--- config.mk ---
export PLATFORM = sky130hd
export DESIGN_NAME = tmrgx_top
export DESIGN_NICKNAME = d
export VERILOG_FILES = /design/src/logic/tmrgx_pkg.sv /design/src/logic/tmrgx_pin_sync.sv /design/src/logic/tmrgx_chan.sv /design/src/logic/tmrgx_top.sv
export SDC_FILE = /design/constraint.sdc
export NUM_CORES = 1
export LEC_CHECK = 0
export BUFFER_PORTS_ARGS = -buffer_cell sky130_fd_sc_hd__buf_2
export CAP_MARGIN = 20
export CORE_MARGIN = 10
export CORE_UTILIZATION = 40
export CTS_BUF_LIST = sky130_fd_sc_hd__clkbuf_2 sky130_fd_sc_hd__clkbuf_4 sky130_fd_sc_hd__clkbuf_8
export CTS_CLUSTER_SIZE = 40
export DETAILED_ROUTE_END_ITERATION = 6
export PLACE_DENSITY = 0.64
export REMOVE_ABC_BUFFERS = 1
export SYNTH_ARGS = -nofsm -noshare
export SYNTH_HDL_FRONTEND = slang
export SYNTH_SLANG_ARGS = --single-unit
--- constraint.sdc ---
create_clock -name clk_i -period 1.9 [get_ports clk_i]
set_clock_uncertainty 0.1 [all_clocks]
set_input_delay 0.19 -clock clk_i [delete_from_list [all_inputs] [get_ports clk_i]]
set_output_delay 0.19 -clock clk_i [all_outputs]
set_load 0.1 [all_outputs]
--- src/logic/tmrgx_pkg.sv ---
// package: register map, field positions and reset values of the timer gate block
package tmrgx_pkg;
   // number of timer channels and request pins
   localparam int NUM_CH = 2;
   // register byte offsets on the bus
   localparam logic [7:0] OFF_CTRL = 8'h00;
   localparam logic [7:0] OFF_STATUS = 8'h04;
   localparam logic [7:0] OFF_MASK = 8'h08;
   localparam logic [7:0] OFF_COUNT_A = 8'h0c;
   localparam logic [7:0] OFF_COUNT_B = 8'h10;
   localparam logic [7:0] OFF_PINS = 8'h14;
   // timer_control_reg fields, two bits each (bit 0 channel a, bit 1 channel b)
   localparam int CTRL_W = 8;
   localparam int CTRL_GATE_LSB = 0;
   localparam int CTRL_EDGE_LSB = 2;
   localparam int CTRL_RUN_LSB = 4;
   localparam int CTRL_CNTM_LSB = 6;
   localparam logic [7:0] CTRL_RST = 8'h00;
   // status and mask layout
   localparam int ST_W = 4;
   localparam int ST_REQ_LSB = 0;
   localparam int ST_OVF_LSB = 2;
   localparam logic [3:0] ST_RST = 4'h0;
   localparam logic [3:0] MASK_RST = 4'h0;
   // pin readback layout
   localparam int PIN_REQ_LSB = 0;
   localparam int PIN_CNT_LSB = 2;
   // counters and synchroniser reset values
   localparam logic [15:0] COUNT_RST = 16'h0000;
   localparam logic SYNC_RST = 1'b1;
endpackage : tmrgx_pkg

--- src/logic/tmrgx_pin_sync.sv ---
// module: two-stage pin synchroniser with falling-edge detector
module tmrgx_pin_sync #(
   parameter int WIDTH = 4
) (
   // clock and reset
   input wire logic clk_i,
   input wire logic rst_i,
   // raw pins
   input wire logic [WIDTH-1:0] pin_i,
   // synchronised level and one-cycle falling-edge pulse
   output logic [WIDTH-1:0] level_o,
   output logic [WIDTH-1:0] fall_o
);
   logic [WIDTH-1:0] meta_q;
   logic [WIDTH-1:0] sync_q;
   logic [WIDTH-1:0] prev_q;

   // reset to high so an idle pin gives no false edge after reset
   always_ff @(posedge clk_i)
   begin
      if (rst_i)
      begin
         meta_q <= {WIDTH{tmrgx_pkg::SYNC_RST}};
         sync_q <= {WIDTH{tmrgx_pkg::SYNC_RST}};
         prev_q <= {WIDTH{tmrgx_pkg::SYNC_RST}};
      end
      else
      begin
         meta_q <= pin_i;
         sync_q <= meta_q;
         prev_q <= sync_q;
      end
   end

   // edge means a high sample followed by a low one
   assign level_o = sync_q;
   assign fall_o = prev_q & ~sync_q;
endmodule : tmrgx_pin_sync

--- src/logic/tmrgx_chan.sv ---
// module: one up-counting timer channel with load and wrap pulse
module tmrgx_chan #(
   parameter int CNT_W = 16
) (
   // clock and reset
   input wire logic clk_i,
   input wire logic rst_i,
   // count step and software load
   input wire logic step_i,
   input wire logic load_i,
   input wire logic [CNT_W-1:0] load_val_i,
   // count value and wrap pulse
   output logic [CNT_W-1:0] count_o,
   output logic wrap_o
);
   logic [CNT_W-1:0] count_q;

   // a software load wins over a step in the same cycle
   always_ff @(posedge clk_i)
   begin
      if (rst_i)
         count_q <= CNT_W'(tmrgx_pkg::COUNT_RST);
      else if (load_i)
         count_q <= load_val_i;
      else if (step_i)
         count_q <= count_q + CNT_W'(1);
   end

   assign count_o = count_q;
   // wrap from all ones to zero, lost when a load overrides it
   assign wrap_o = step_i & ~load_i & (&count_q);
endmodule : tmrgx_chan

--- src/logic/tmrgx_top.sv ---
// module: timer gate, request flag and counter input logic behind a wishbone slave
//
// Notes on behaviour
// - gate_select_a set: external_request_a high lets timer a count, low stops it.
// - gate_select_b set: external_request_b high lets timer b count, low stops it.
// - edge_mode_a set: falling edge on external_request_a sets request_flag_a.
// - edge_mode_a clear: low level sampled on external_request_a sets request_flag_a.
// - edge_mode_b set: falling edge on external_request_b sets request_flag_b.
// - edge_mode_b clear: low level sampled on external_request_b sets request_flag_b.
// - counter mode: timer a steps by one per falling edge on count_input_a.
// - counter mode: timer b steps by one per falling edge on count_input_b.
//
// The Wishbone interface to the registers and the register addresses are this design's own decisions.
module tmrgx_top #(
   parameter int ADR_W = 8,
   parameter int CNT_W = 16
) (
   // clock and reset
   input wire logic clk_i,
   input wire logic rst_i,
   // wishbone classic slave
   input wire logic wb_cyc_i,
   input wire logic wb_stb_i,
   input wire logic wb_we_i,
   input wire logic [ADR_W-1:0] wb_adr_i,
   input wire logic [3:0] wb_sel_i,
   input wire logic [31:0] wb_dat_i,
   output logic [31:0] wb_dat_o,
   output logic wb_ack_o,
   // external pins
   input wire logic external_request_a_i,
   input wire logic external_request_b_i,
   input wire logic count_input_a_i,
   input wire logic count_input_b_i,
   // interrupt
   output logic irq_o
);
   localparam int NCH = tmrgx_pkg::NUM_CH;

   logic [NCH-1:0] req_lvl;
   logic [NCH-1:0] req_fall;
   logic [NCH-1:0] cnt_lvl;
   logic [NCH-1:0] cnt_fall;
   logic [tmrgx_pkg::CTRL_W-1:0] timer_control_reg_q;
   logic [tmrgx_pkg::ST_W-1:0] status_q;
   logic [tmrgx_pkg::ST_W-1:0] status_d;
   logic [tmrgx_pkg::ST_W-1:0] mask_q;
   logic [31:0] dat_q;
   logic [31:0] rd_data;
   logic ack_q;
   logic irq_q;
   logic [NCH-1:0] gate_sel;
   logic [NCH-1:0] edge_mode;
   logic [NCH-1:0] run_en;
   logic [NCH-1:0] cnt_mode;
   logic [NCH-1:0] req_set;
   logic [NCH-1:0] wrap;
   logic [NCH-1:0] load;
   logic [NCH-1:0] step;
   logic [CNT_W-1:0] count [NCH];
   logic [CNT_W-1:0] load_val [NCH];
   logic [CNT_W-1:0] count_inc [NCH];
   logic bus_req;
   logic wr_fire;
   logic [ADR_W-1:0] adr_off [NCH];

   // byte-lane merge of a write into the current value
   function automatic logic [31:0] merge_sel(input logic [31:0] old_v,
                                             input logic [31:0] new_v,
                                             input logic [3:0] sel);
      logic [31:0] res;
      res = old_v;
      for (int b = 0; b < 4; b++)
      begin
         if (sel[b])
            res[b*8 +: 8] = new_v[b*8 +: 8];
      end
      return res;
   endfunction : merge_sel

   // all four pins share one synchroniser bank
   tmrgx_pin_sync #(
      .WIDTH(2 * NCH)
   ) u_sync (
      .clk_i(clk_i),
      .rst_i(rst_i),
      .pin_i({count_input_b_i, count_input_a_i, external_request_b_i, external_request_a_i}),
      .level_o({cnt_lvl, req_lvl}),
      .fall_o({cnt_fall, req_fall})
   );

   // control fields
   assign gate_sel = timer_control_reg_q[tmrgx_pkg::CTRL_GATE_LSB +: NCH];
   assign edge_mode = timer_control_reg_q[tmrgx_pkg::CTRL_EDGE_LSB +: NCH];
   assign run_en = timer_control_reg_q[tmrgx_pkg::CTRL_RUN_LSB +: NCH];
   assign cnt_mode = timer_control_reg_q[tmrgx_pkg::CTRL_CNTM_LSB +: NCH];

   // bus strobes: write lands on the edge where the master sees ack
   assign bus_req = wb_cyc_i & wb_stb_i;
   assign wr_fire = bus_req & wb_we_i & ack_q;
   assign adr_off[0] = ADR_W'(tmrgx_pkg::OFF_COUNT_A);
   assign adr_off[1] = ADR_W'(tmrgx_pkg::OFF_COUNT_B);

   // per-channel gating, stepping and counter load
   for (genvar i = 0; i < NCH; i++)
   begin : g_ch
      // gate pin low stops counting only while gate select is set
      assign step[i] = run_en[i] & (~gate_sel[i] | req_lvl[i])
                       & (~cnt_mode[i] | cnt_fall[i]);
      // edge mode takes the pulse, level mode the low sample
      assign req_set[i] = edge_mode[i] ? req_fall[i] : ~req_lvl[i];
      assign load[i] = wr_fire & (wb_adr_i == adr_off[i]) & (|wb_sel_i[1:0]);
      assign load_val[i] = CNT_W'(merge_sel(32'(count[i]), wb_dat_i, wb_sel_i));
      assign count_inc[i] = count[i] + CNT_W'(1);

      tmrgx_chan #(
         .CNT_W(CNT_W)
      ) u_chan (
         .clk_i(clk_i),
         .rst_i(rst_i),
         .step_i(step[i]),
         .load_i(load[i]),
         .load_val_i(load_val[i]),
         .count_o(count[i]),
         .wrap_o(wrap[i])
      );
   end

   // control register write
   always_ff @(posedge clk_i)
   begin
      if (rst_i)
         timer_control_reg_q <= tmrgx_pkg::CTRL_RST;
      else if (wr_fire && wb_adr_i == ADR_W'(tmrgx_pkg::OFF_CTRL) && wb_sel_i[0])
         timer_control_reg_q <= wb_dat_i[tmrgx_pkg::CTRL_W-1:0];
   end

   // mask register write
   always_ff @(posedge clk_i)
   begin
      if (rst_i)
         mask_q <= tmrgx_pkg::MASK_RST;
      else if (wr_fire && wb_adr_i == ADR_W'(tmrgx_pkg::OFF_MASK) && wb_sel_i[0])
         mask_q <= wb_dat_i[tmrgx_pkg::ST_W-1:0];
   end

   // sticky status: write one to clear, a new event wins over the clear
   always_comb
   begin
      status_d = status_q;
      if (wr_fire && wb_adr_i == ADR_W'(tmrgx_pkg::OFF_STATUS) && wb_sel_i[0])
         status_d = status_d & ~wb_dat_i[tmrgx_pkg::ST_W-1:0];
      status_d[tmrgx_pkg::ST_REQ_LSB +: NCH] = status_d[tmrgx_pkg::ST_REQ_LSB +: NCH]
                                               | req_set;
      status_d[tmrgx_pkg::ST_OVF_LSB +: NCH] = status_d[tmrgx_pkg::ST_OVF_LSB +: NCH] | wrap;
   end

   always_ff @(posedge clk_i)
   begin
      if (rst_i)
         status_q <= tmrgx_pkg::ST_RST;
      else
         status_q <= status_d;
   end

   // level interrupt, one cycle behind the status bits to keep the output flopped
   always_ff @(posedge clk_i)
   begin
      if (rst_i)
         irq_q <= 1'b0;
      else
         irq_q <= |(status_q & mask_q);
   end

   // read mux; unmapped offsets read as zero
   always_comb
   begin
      rd_data = 32'h0000_0000;
      unique case (wb_adr_i)
         ADR_W'(tmrgx_pkg::OFF_CTRL):
            rd_data[tmrgx_pkg::CTRL_W-1:0] = timer_control_reg_q;
         ADR_W'(tmrgx_pkg::OFF_STATUS):
            rd_data[tmrgx_pkg::ST_W-1:0] = status_q;
         ADR_W'(tmrgx_pkg::OFF_MASK):
            rd_data[tmrgx_pkg::ST_W-1:0] = mask_q;
         ADR_W'(tmrgx_pkg::OFF_COUNT_A):
            rd_data[CNT_W-1:0] = count[0];
         ADR_W'(tmrgx_pkg::OFF_COUNT_B):
            rd_data[CNT_W-1:0] = count[1];
         ADR_W'(tmrgx_pkg::OFF_PINS):
         begin
            rd_data[tmrgx_pkg::PIN_REQ_LSB +: NCH] = req_lvl;
            rd_data[tmrgx_pkg::PIN_CNT_LSB +: NCH] = cnt_lvl;
         end
         default:
            rd_data = 32'h0000_0000;
      endcase
   end

   // ack one cycle after the request, dropped in the cycle after it
   always_ff @(posedge clk_i)
   begin
      if (rst_i)
         ack_q <= 1'b0;
      else
         ack_q <= bus_req & ~ack_q;
   end

   // read data captured with the request; a counter read shows the value one cycle old
   always_ff @(posedge clk_i)
   begin
      if (rst_i)
         dat_q <= 32'h0000_0000;
      else if (bus_req && !ack_q && !wb_we_i)
         dat_q <= rd_data;
   end

   assign wb_dat_o = dat_q;
   assign wb_ack_o = ack_q;
   assign irq_o = irq_q;
endmodule : tmrgx_top

==> Implementation_results.wiki, run 1 <==
{| class="wikitable"
! Metric !! Value
|-
| Wire length of the first global-routing pass || roughly 22 mm
|-
| Detailed-router iteration count before antenna repair || 5
|-
| Area share of the leading cell type in the synthesized netlist || 35.9%
|-
| Ratio of total power to cell area || 652 nW/um^2
|-
| Htree depth || 3
|-
| R2R Path Start || g_ch[1].u_chan.count_o[1]
|-
| Setup Crit Path Kind || register to register
|-
| Number of sinks driven by the clock tree || 78
|-
| CTS tree || yes
|-
| Kind of launch point of the worst setup path || register
|-
| Critical Path Start || g_ch[1].u_chan.count_o[1]
|-
| Placer Congestion || just over 0.9
|-
| Port bufs || 52
|-
| Worst setup path endpoint || status_q[3]
|-
| Final standard cell area without fillers || roughly 5500 um^2
|-
| Proportion of register bits with asynchronous set or reset after synthesis || 0%
|-
| CP peak stage delay || 560 ps
|-
| Count of maximum capacitance violations || 0
|-
| Dominant cells by area after synthesis || sky130_fd_sc_hd__dfxtp_1 (36%), sky130_fd_sc_hd__a21oi_1 (6.0%), sky130_fd_sc_hd__o21ai_0 (4.9%), sky130_fd_sc_hd__nor2_1 (4.4%), sky130_fd_sc_hd__nand2_1 (4.2%)
|-
| Total CTS buffers || 9
|-
| Overall fraction of global-route tracks in use || between 15 and 20%
|-
| Drt drc || 0
|-
| Number of primary I/O pins || 87
|-
| Fraction of final layout cells sized beyond drive strength 1 || 28.4%
|-
| Commonest register cell after synthesis || sky130_fd_sc_hd__dfxtp_1
|-
| Crit path time final || 1890 ps
|-
| Clk root buf || sky130_fd_sc_hd__clkbuf_8
|-
| Destination of the worst register-to-register timing path || status_q[3]
|-
| Most common cell after layout, fill and taps aside || sky130_fd_sc_hd__dfxtp_1
|-
| Count of synthesis-stage warnings from yosys || 0
|-
| Cell row count || 38
|-
| Final net count || between 700 and 800
|-
| Wire length after detailed routing || roughly 14 mm
|-
| Class of the most critical hold timing path || input port to register
|-
| Static power due to leakage || between 2 and 2.5 nW
|-
| Vias after detailed routing || roughly 4.4k
|-
| Number of setup violations in the final report || 0
|-
| Fraction of the core area covered by cells at the end of the flow || a little over 50%
|-
| Post-Synthesis Mean Instance Area || between 7 and 8 um^2
|-
| Count of flip-flops with a built-in enable after synthesis || 0
|-
| Vias in the first global route || approximately 4.4k
|-
| Final critical-path setup slack || ~5.3 ps
|-
| Data arrival time at the worst-slack endpoint || approximately 2100 ps
|-
| Final Hold Vio Count || 0
|-
| Setup tns final || 0 ps
|-
| Sequential fraction of the synthesis area || 35.9%
|-
| Number of DRC markers after the initial detailed-route iteration || just under 400
|-
| Number of different library cells in the post-synthesis netlist || 61
|-
| Cell area after synthesis || ~4400 um^2
|-
| Maximum clock path buffer count || 2
|-
| Worst relative slew slack || about 54%
|-
| Slew at the pin with the worst max-slew slack || approximately 690 ps
|-
| Max Fanout on Critical Path || 2
|-
| Placed cell area || slightly above 5000 um^2
|-
| Result of the run || finished, final reports clean
|-
| Via count normalized by instance count || 5.53
|-
| Synthesis-stage register bit count || 78
|-
| Area leader, netlist || sky130_fd_sc_hd__dfxtp_1
|-
| Required time at the worst-slack endpoint || 2100 ps
|-
| # diodes || 0
|-
| Worst skew pair latency || roughly 370 ps
|-
| Height of the die || 124 um
|-
| Synthesized instance count || between 500 and 600
|-
| Setup repair after global routing missed its margin || true
|-
| Clock-pin slew reported for the worst setup and hold paths after clock tree synthesis || about 80 ps
|-
| Maximum achievable frequency || between 500 and 600 MHz
|-
| Layout-stage area growth over the synthesis result || 26.8%
|-
| Highest ir drop seen on vdd || between 0.5 and 0.6 mV
|-
| Initial standard-cell utilization of the core || around two fifths
|-
| Type of destination of the critical path || register
|-
| Routed length per placed instance || ~17 um
|-
| Max-slew violation total from the final report || 0
|-
| Worst slack at placement || -83.2 ps
|-
| Post-layout total power || 0.00360 W
|-
| Die width || 124 um
|-
| Die area || between 15,000 and 20,000 um^2
|-
| Number of antenna violations at the first check in global routing || 0
|-
| Cells along the critical path || ha_2 > nand3_2 > or4_4 > nor4_2 > buf_4 > a21oi_1 > nor2_1
|-
| Period Utilization, post-route || between 90 and 100%
|-
| Maximum number of pins on one net before global-route repair || 35
|-
| Global-route congestion overflow total || 0
|-
| Logic depth of the worst register-to-register path || 7
|-
| Commonest non-fill, non-tap cells in the layout || sky130_fd_sc_hd__dfxtp_1 (75), sky130_fd_sc_hd__buf_4 (66), sky130_fd_sc_hd__buf_2 (52)
|-
| Slowest library cell on the worst path || sky130_fd_sc_hd__or4_4
|-
| Flop-to-flop setup slack || between 5 and 6 ps
|-
| HPWL after detailed placement || 10.3 mm
|-
| Core Region || between 10,000 and 15,000 um^2
|-
| Count of buffers added by post-CTS timing repair for setup || 0
|-
| Routed Antenna Nets || 0
|}
worst min path at each step:
| stage | from | end | slack [ps] | depth (start not counted) |
|---|---|---|---|---|
| final | wb_dat_i[6] | timer_control_reg_q[6] | 6 | 3 |
| after global routing | wb_dat_i[1] | timer_control_reg_q[1] | 10 | 3 |
| after CTS | wb_dat_i[6] | timer_control_reg_q[6] | 0.2 | 3 |
| after detailed placement | count_input_b_i | u_sync.meta_q[3] | 280 | 2 |
| after global placement | count_input_b_i | u_sync.meta_q[3] | 270 | 2 |
| after floorplan | rst_i | g_ch[0].u_chan.count_o[15] | 160 | 1 |
synth_stat cells, drive strengths merged (2+ instances only):
library cell / instances
nand2: 49
o21ai: 48
and3: 7
or4: 4
buf: 33
inv: 11
and2: 22
a31oi: 4
a311oi: 4
a221oi: 4
o21a: 5
clkbuf: 15
nand3: 16
nor2: 51
nor3b: 5
dfxtp: 78
or2: 14
a211oi: 20
mux2i: 14
nor3: 12
o221ai: 3
and4: 7
nand2b: 2
nand4: 13
o22ai: 8
nor4: 9
nor4b: 5
a21oi: 52
a22oi: 10
ha: 2
nor2b: 2
per-stage QoR:
stage                     hold WS, ps  std cells
final                            5.99        795
after global routing             12.2        795
after CTS                       0.218        795
after detailed placement          277        775
after global placement            273        775
after floorplan                   156        511
cell type report:
cell class / instances / area [um^2]
Timing Repair Buffer: 128 / 916
Tap cell: 140 / 175
Clock inverter: 6 / 93.8
Inverter: 11 / 41.3
Clock buffer: 10 / 131
Fill cell: 1065 / 5230
Multi-Input combinational cell: 422 / 2600
Sequential cell: 78 / 1570
routing by layer:
layer | share of wire, % | track usage [%] | vias to the layer above
met2 | 46 | 27.0 | 136
met1 | 44 | 21.0 | 2068
li1 | - | - | 2168
met4 | 2.7 | 6.79 | 0
met3 | 6.7 | 4.30 | 24
met5 | 0 | 0 | -
worst max-delay path: cells and delay by family (launching register included):
family                     cells  cell delay [ps]
AOI/OAI and AO/OA              1               40
DFF                            1              360
and+or+nand+nor                4              950
buffers and inverters          1              180
adders and majority gates      1              200
registers in the layout (all words and copies together), names as in the netlist:
name                 flops
status_q                 4
u_sync.meta_q            4
timer_control_reg_q      8
wb_dat_o                16
u_sync.prev_q            4
wb_ack_o                 1
u_sync.level_o           4
mask_q                   4
irq_o                    1
g_ch.u_chan.count_o     32
kinds of logic (layout without fill, tap and decap cells):
family | after synthesis | after routing | synth area share (%)
muxes | 14 | 14 | 3.22
buffers and inverters | 59 | 155 | 8.02
DFF | 78 | 78 | 35.9
adders and majority gates | 2 | 2 | 0.575
AOI/OAI and AO/OA | 168 | 168 | 24.4
other | 1 | 16 | 0.0862
xor gates and xnor gates | 1 | 1 | 0.201
and+or+nand+nor | 221 | 221 | 27.6
power breakdown:
group          internal [W]  switching, W  total (W)
logic              0.000102      0.000388   0.000490
registers           0.00166     0.0000160    0.00168
clock network      0.000764      0.000664    0.00143
repair_timing:
item / 4_1_cts / 5_1_grt
gates resized for setup: 5 / 21
endpoints found under the setup margin: 4 / 29
hold buffers: 4 / 0
hold endpoints to repair: 4 / 0
pin swaps: 0 / 3
No activity file was read; power rests on OpenSTA's default activity.
==> inputs of run 2 (changes only) <==
CORE_ASPECT_RATIO = 2   (was default)
CTS_CLUSTER_SIZE = default   (was 40)
==> run 2 against run 1 <==
- die area is 1.6% higher
- clock power is 7% lower
- sequential power about the same
- register-to-register slack better by 90 ps
- sequential share of layout area rose by 0.64 points
- total power fell by 2.7%
- highest routed layer unchanged
==> Implementation_results.wiki, run 2 (same netlist as run 1, synthesis figures left out) <==
{| class="wikitable"
! Metric !! Value
|-
| Overall fraction of global-route tracks in use || about 17%
|-
| Die area || 15,700 um^2
|-
| Flop-to-flop setup slack || about 95 ps
|-
| Count of maximum capacitance violations || 0
|-
| Slowest library cell on the worst path || sky130_fd_sc_hd__or4_4
|-
| Cell family with the largest share of critical-path delay || simple AND/OR/NAND/NOR gates
|-
| Ratio of total power to cell area || roughly 650 nW/um^2
|-
| Type of destination of the critical path || register
|-
| Part of the total power dissipated in sequential elements || between 40% and 50%
|-
| Layout-stage area growth over the synthesis result || 24.4%
|-
| CP peak stage delay || ~500 ps
|-
| Filler cells || around 1.1k
|-
| Clk root buf || sky130_fd_sc_hd__clkbuf_8
|-
| Routed length per placed instance || 17.7 um
|-
| Cell-internal power || 0.00247 W
|-
| Critical hold path startpoint || wb_dat_i[4]
|-
| HPWL after detailed placement || ~11 mm
|-
| Cells along the critical path || ha_2 > nand2_1 > or4_4 > buf_4 > o221ai_1 > a211oi_1
|-
| Worst skew pair latency || 360 ps
|-
| Global-route congestion overflow total || 0
|-
| Max Fanout on Critical Path || 3
|-
| Worst hold-check slack || 28.5 ps
|-
| Htree depth || 3
|-
| Maximum number of pins on one net before global-route repair || 40
|-
| Cell count after placement || between 700 and 800
|-
| Vias after detailed routing || 4,443
|-
| Maximum achievable frequency || 554 MHz
|-
| Post-layout total power || 0.00350 W
|-
| Port bufs || 52
|-
| Setup Crit Path Kind || register to register
|-
| # diodes || 0
|-
| Logic depth of the worst register-to-register path || 6
|-
| Number of setup violations in the final report || 0
|-
| Slew at the pin with the worst max-slew slack || around 640 ps
|-
| Via count normalized by instance count || 5.65
|-
| Worst Path Buf+Inv || 1
|-
| Clock-pin slew reported for the worst setup and hold paths after clock tree synthesis || around 80 ps
|-
| Die width || between 90 and 100 um
|-
| Number of antenna violations at the first check in global routing || 0
|-
| Number of primary I/O pins || 87
|-
| Worst hold path stage count || 3
|-
| Crit. path cell count || 6
|-
| Detailed-router iteration count before antenna repair || 5
|-
| Setup tns final || 0 ps
|-
| Worst Hold Path EP || timer_control_reg_q[4]
|-
| Result of the run || finished, final reports clean
|-
| Logic pwr share || roughly 14%
|-
| Number of sinks driven by the clock tree || 78
|-
| Switching part of the total || just under 30%
|-
| Worst relative slew slack || a little under three fifths
|-
| Placer Congestion || 0.885
|-
| Final instance count without filler cells || approximately 790
|-
| Final net count || 700
|-
| Highest ir drop seen on vdd || 0.430 mV
|-
| Total CTS buffers || 9
|-
| Commonest non-fill, non-tap cells in the layout || sky130_fd_sc_hd__dfxtp_1 (71), sky130_fd_sc_hd__buf_4 (63), sky130_fd_sc_hd__a21oi_1 (52), sky130_fd_sc_hd__buf_2 (52), sky130_fd_sc_hd__nor2_1 (50)
|-
| Period Utilization, post-route || between 90% and 100%
|-
| Fraction of final layout cells sized beyond drive strength 1 || roughly 28%
|-
| R2R Path Start || g_ch[0].u_chan.count_o[1]
|-
| Number of DRC markers after the initial detailed-route iteration || between 200 and 250
|-
| Maximum clock path buffer count || 2
|-
| Vias in the first global route || 4,363
|-
| Drt drc || 0
|-
| Required time at the worst-slack endpoint || around 2000 ps
|-
| Static power due to leakage || between 2 and 2.5 nW
|-
| Class of the most critical hold timing path || input port to register
|-
| Routed Antenna Nets || 0
|-
| Kind of launch point of the worst setup path || register
|-
| Max-slew violation total from the final report || 0
|-
| Cell row count || 53
|-
| Number of flip-flops in the largest register || 32
|-
| Switching power summed over all nets || ~0.001 W
|-
| Wire length after detailed routing || between 10 and 15 mm
|-
| Final Hold Vio Count || 0
|-
| Destination of the worst register-to-register timing path || g_ch[0].u_chan.count_o[14]
|-
| Wire length of the first global-routing pass || roughly 22 mm
|-
| Data arrival time at the worst-slack endpoint || roughly 1900 ps
|-
| Height of the die || around 170 um
|-
| Clock network fraction of total power || 38.0%
|-
| CTS tree || yes
|-
| Core Region || 10,600 um^2
|-
| Crit path time final || approximately 1800 ps
|-
| Initial standard-cell utilization of the core || approximately two fifths
|-
| Most common cell after layout, fill and taps aside || sky130_fd_sc_hd__dfxtp_1
|}
run 2: how the worst max path moves through the flow:
| stage | to | slack, ps | from |
|---|---|---|---|
| 3_5_place_dp | g_ch[0].u_chan.count_o[15] | -100 | wb_sel_i[1] |
| 5_1_grt | g_ch[1].u_chan.count_o[11] | -10 | wb_ack_o |
| 2_1_floorplan | g_ch[1].u_chan.count_o[0] | -1110 | wb_ack_o |
| 4_1_cts | g_ch[0].u_chan.count_o[15] | 0.7 | wb_ack_o |
| 6_report | g_ch[0].u_chan.count_o[14] | 90 | g_ch[0].u_chan.count_o[1] |
| 3_3_place_gp | g_ch[0].u_chan.count_o[15] | -20 | wb_sel_i[1] |
run 2: metrics by stage:
stage / area, um^2 / worst slack [ps] / utilization (%)
floorplan: 4100 / -1110 / -
global placement: 5060 / -21.8 / 47.7
global route: 5420 / -10.2 / 51.0
finish: 5420 / 94.8 / 51.0
detailed placement: 5060 / -95.4 / 47.7
CTS: 5320 / 0.748 / 50.1
run 2: layout make-up:
| type | instances | area (um^2) | area share [%] |
|---|---|---|---|
| timing repair buffer | 123 | 843 | 15.6 |
| inverter | 11 | 41.3 | 0.762 |
| multi-input combinational | 422 | 2580 | 47.6 |
| clock inverter | 3 | 42.5 | 0.786 |
| tap | 137 | 171 | 3.17 |
| clock buffer | 13 | 166 | 3.07 |
| sequential | 78 | 1570 | 29.0 |
run 2: tightest hold or removal path: cells and delay by family:
kind	cells	cell delay [ps]
compound gates	1	50
buf+inv	1	140
simple gates	1	60
run 2: metal layers:
| metal | up-vias | routed length [um] | track usage (%) |
|---|---|---|---|
| met3 | 39 | 648 | 3.40 |
| li1 | 2163 | - | - |
| met5 | - | 0 | 0 |
| met1 | 2073 | 5420 | 18.6 |
| met4 | 0 | 735 | 11.1 |
| met2 | 168 | 7100 | 30.2 |
run 2: power by group through the flow:
stage               clock [W]  combinational (W)  sequential [W]
floorplan                   0           0.000201         0.00184
global placement            0           0.000478         0.00172
detailed placement          0           0.000481         0.00172
CTS                   0.00136           0.000489         0.00168
global route          0.00142           0.000512         0.00168
finish                0.00133           0.000491         0.00168
run 2: repair_timing:
action                     in CTS  in global routing
setup endpoints to repair       1                 35
pin swaps                       0                  3
gates resized for setup         1                 24
hold buffers                    5                  0
setup buffers                   0                  1
hold endpoints to repair        5                  0
==> inputs of run 3 (changes only) <==
MAX_ROUTING_LAYER = met4   (was default)
==> run 3 against run 2 <==
- fmax fell by 1.6%
- combinational power rose by 1%
- setup slack got worse by 29 ps
- non-clock buffer count fell by 3
- core utilization barely moved
- largest cell class unchanged
- highest routed layer unchanged
- critical path depth rose by 1
- sequential power barely moved
- register-to-register slack got worse by 30 ps
==> Implementation_results.wiki, run 3 (same netlist as run 1, synthesis figures left out) <==
{| class="wikitable"
! Metric !! Value
|-
| Switching power summed over all nets || roughly 0.0011 W
|-
| Core Region || about 11,000 um^2
|-
| Htree depth || 3
|-
| Maximum clock path buffer count || 2
|-
| CP peak stage delay || 460 ps
|-
| Setup Crit Path Kind || register to register
|-
| Type of destination of the critical path || register
|-
| Die width || 93.8 um
|-
| Part of the total power dissipated in sequential elements || around half
|-
| Placer Congestion || 0.897
|-
| Cell row count || 53
|-
| Number of setup violations in the final report || 0
|-
| Worst hold-check slack || between 20 and 25 ps
|-
| Clock network fraction of total power || 35.4%
|-
| Number of primary I/O pins || 87
|-
| HPWL after detailed placement || about 11 mm
|-
| Clk root buf || sky130_fd_sc_hd__clkbuf_8
|-
| Maximum achievable frequency || between 500 and 600 MHz
|-
| Maximum number of pins on one net before global-route repair || 36
|-
| Flop-to-flop setup slack || 70 ps
|-
| Ratio of total power to cell area || between 600 and 700 nW/um^2
|-
| Slew at the pin with the worst max-slew slack || a little over 600 ps
|-
| Die area || approximately 16,000 um^2
|-
| Static power due to leakage || just over 2 nW
|-
| Result of the run || finished, final reports clean
|-
| Filler cells || about 1.1k
|-
| Required time at the worst-slack endpoint || between 2000 and 2500 ps
|-
| Logic pwr share || 14.8%
|-
| Final standard cell area without fillers || about 5400 um^2
|-
| Crit path time final || 1830 ps
|-
| Fraction of final layout cells sized beyond drive strength 1 || 28.3%
|-
| Placed cell area || ~5100 um^2
|-
| Port bufs || between 50 and 60
|-
| Count of buffers added by post-CTS timing repair for setup || 0
|-
| Final Hold Vio Count || 0
|-
| Vias after detailed routing || around 4.5k
|-
| Detailed-router iteration count before antenna repair || 5
|-
| Overall fraction of global-route tracks in use || a little under a fifth
|-
| Max-slew violation total from the final report || 0
|-
| Number of DRC markers after the initial detailed-route iteration || a little under 300
|-
| Final net count || 697
|-
| Logic depth of the worst register-to-register path || 7
|-
| Clock-pin slew reported for the worst setup and hold paths after clock tree synthesis || approximately 80 ps
|-
| Worst hold path stage count || 3
|-
| Number of sinks driven by the clock tree || a little under 80
|-
| Drt drc || 0
|-
| Worst Path Buf+Inv || 1
|-
| Cells along the critical path || ha_4 > nand3_2 > or4_4 > nor4_4 > buf_4 > a21oi_1 > nor2_1
|-
| Height of the die || roughly 170 um
|-
| Highest ir drop seen on vdd || 0.486 mV
|-
| Number of antenna violations at the first check in global routing || 0
|-
| R2R Path Start || g_ch[1].u_chan.count_o[1]
|-
| Kind of launch point of the worst setup path || register
|-
| Final critical-path setup slack || about 66 ps
|-
| Worst skew pair latency || about 360 ps
|-
| Commonest non-fill, non-tap cells in the layout || sky130_fd_sc_hd__dfxtp_1 (72), sky130_fd_sc_hd__buf_4 (59), sky130_fd_sc_hd__buf_2 (52)
|-
| Number of flip-flops in the largest register || 32
|-
| CTS tree || yes
|-
| Routed Antenna Nets || 0
|-
| Data arrival time at the worst-slack endpoint || around 2000 ps
|-
| Cell family with the largest share of critical-path delay || simple AND/OR/NAND/NOR gates
|-
| Routed length per placed instance || ~18 um
|-
| Worst Hold Path EP || timer_control_reg_q[6]
|-
| Slowest library cell on the worst path || sky130_fd_sc_hd__or4_4
|-
| Cell-internal power || approximately 0.0023 W
|-
| Most common cell after layout, fill and taps aside || sky130_fd_sc_hd__dfxtp_1
|-
| Wire length of the first global-routing pass || ~22 mm
|-
| Worst slack at placement || -239 ps
|-
| Class of the most critical hold timing path || input port to register
|-
| Setup repair after global routing missed its margin || true
|-
| # diodes || 0
|-
| Global-route congestion overflow total || 0
|-
| Worst relative slew slack || between 50% and 60%
|-
| Initial standard-cell utilization of the core || roughly two fifths
|-
| Destination of the worst register-to-register timing path || status_q[3]
|-
| Total CTS buffers || 9
|-
| Vias in the first global route || 4,469
|-
| Critical hold path startpoint || wb_dat_i[6]
|-
| Layout-stage area growth over the synthesis result || 24.4%
|-
| Count of maximum capacitance violations || 0
|-
| Via count normalized by instance count || just under 6
|-
| Max Fanout on Critical Path || 3
|-
| Wire length after detailed routing || roughly 14 mm
|-
| Period Utilization, post-route || between 90 and 100%
|-
| Switching part of the total || a little under a third
|}
[run 3: per-layer routing]
layer  part of all wire [%]  GRT usage, %
met3                    4.7          3.09
met2                     52          31.0
met1                     38          18.5
met4                    5.1          10.9
met5                      0             -
[run 3: worst min-delay path: cells and delay by family]
kind	cells	cell delay, ps
buffers and inverters	1	140
and+or+nand+nor	1	60
AOI/OAI and AO/OA	1	50
[run 3: power by group through the flow]
stage / Combinational [W] / Sequential [W] / Clock [W]
final: 0.000497 / 0.00168 / 0.00119
after global routing: 0.000516 / 0.00168 / 0.00128
after CTS: 0.000493 / 0.00168 / 0.00122
after detailed placement: 0.000486 / 0.00172 / 0
after global placement: 0.000482 / 0.00172 / 0
after floorplan: 0.000201 / 0.00184 / 0
[run 3: how the worst max path moves through the flow]
stage | start | depth (start not counted) | to | slack (ps)
6_report | g_ch[1].u_chan.count_o[1] | 7 | status_q[3] | 70
4_1_cts | g_ch[1].u_chan.count_o[0] | 7 | status_q[3] | -4
2_1_floorplan | wb_ack_o | 5 | g_ch[1].u_chan.count_o[0] | -1110
3_5_place_dp | g_ch[1].u_chan.count_o[0] | 7 | status_q[3] | -240
3_3_place_gp | g_ch[1].u_chan.count_o[0] | 7 | status_q[3] | -210
5_1_grt | wb_ack_o | 6 | g_ch[1].u_chan.count_o[15] | -20
[run 3: final cells by class]
cell class                      instances  area (um^2)  area share [%]
Clock inverter                          5         33.8           0.624
Timing Repair Buffer                  120          830            15.3
Tap cell                              137          171            3.17
Sequential cell                        78         1570            29.0
Multi-Input combinational cell        422         2610            48.3
Clock buffer                           11          151            2.80
Inverter                               11         41.3           0.763
[run 3: timing repair]
| item | 4_1_cts | 5_1_grt |
|---|---|---|
| hold buffers | 4 | 0 |
| setup endpoints to repair | 11 | 34 |
| gates resized for setup | 8 | 27 |
| cloned | 0 | 0 |
| pin swaps | 0 | 2 |
| hold endpoints to repair | 4 | 0 |
[run 3: stage by stage]
step	util (%)	setup TNS, ps	power (W)	cells
detailed placement	47.6	-431	0.00220	764
global placement	47.6	-297	0.00220	764
floorplan	-	-45750	0.00204	511
CTS	50.0	-4.05	0.00339	784
finish	51.0	0	0.00336	784
global route	51.0	-24.6	0.00347	784
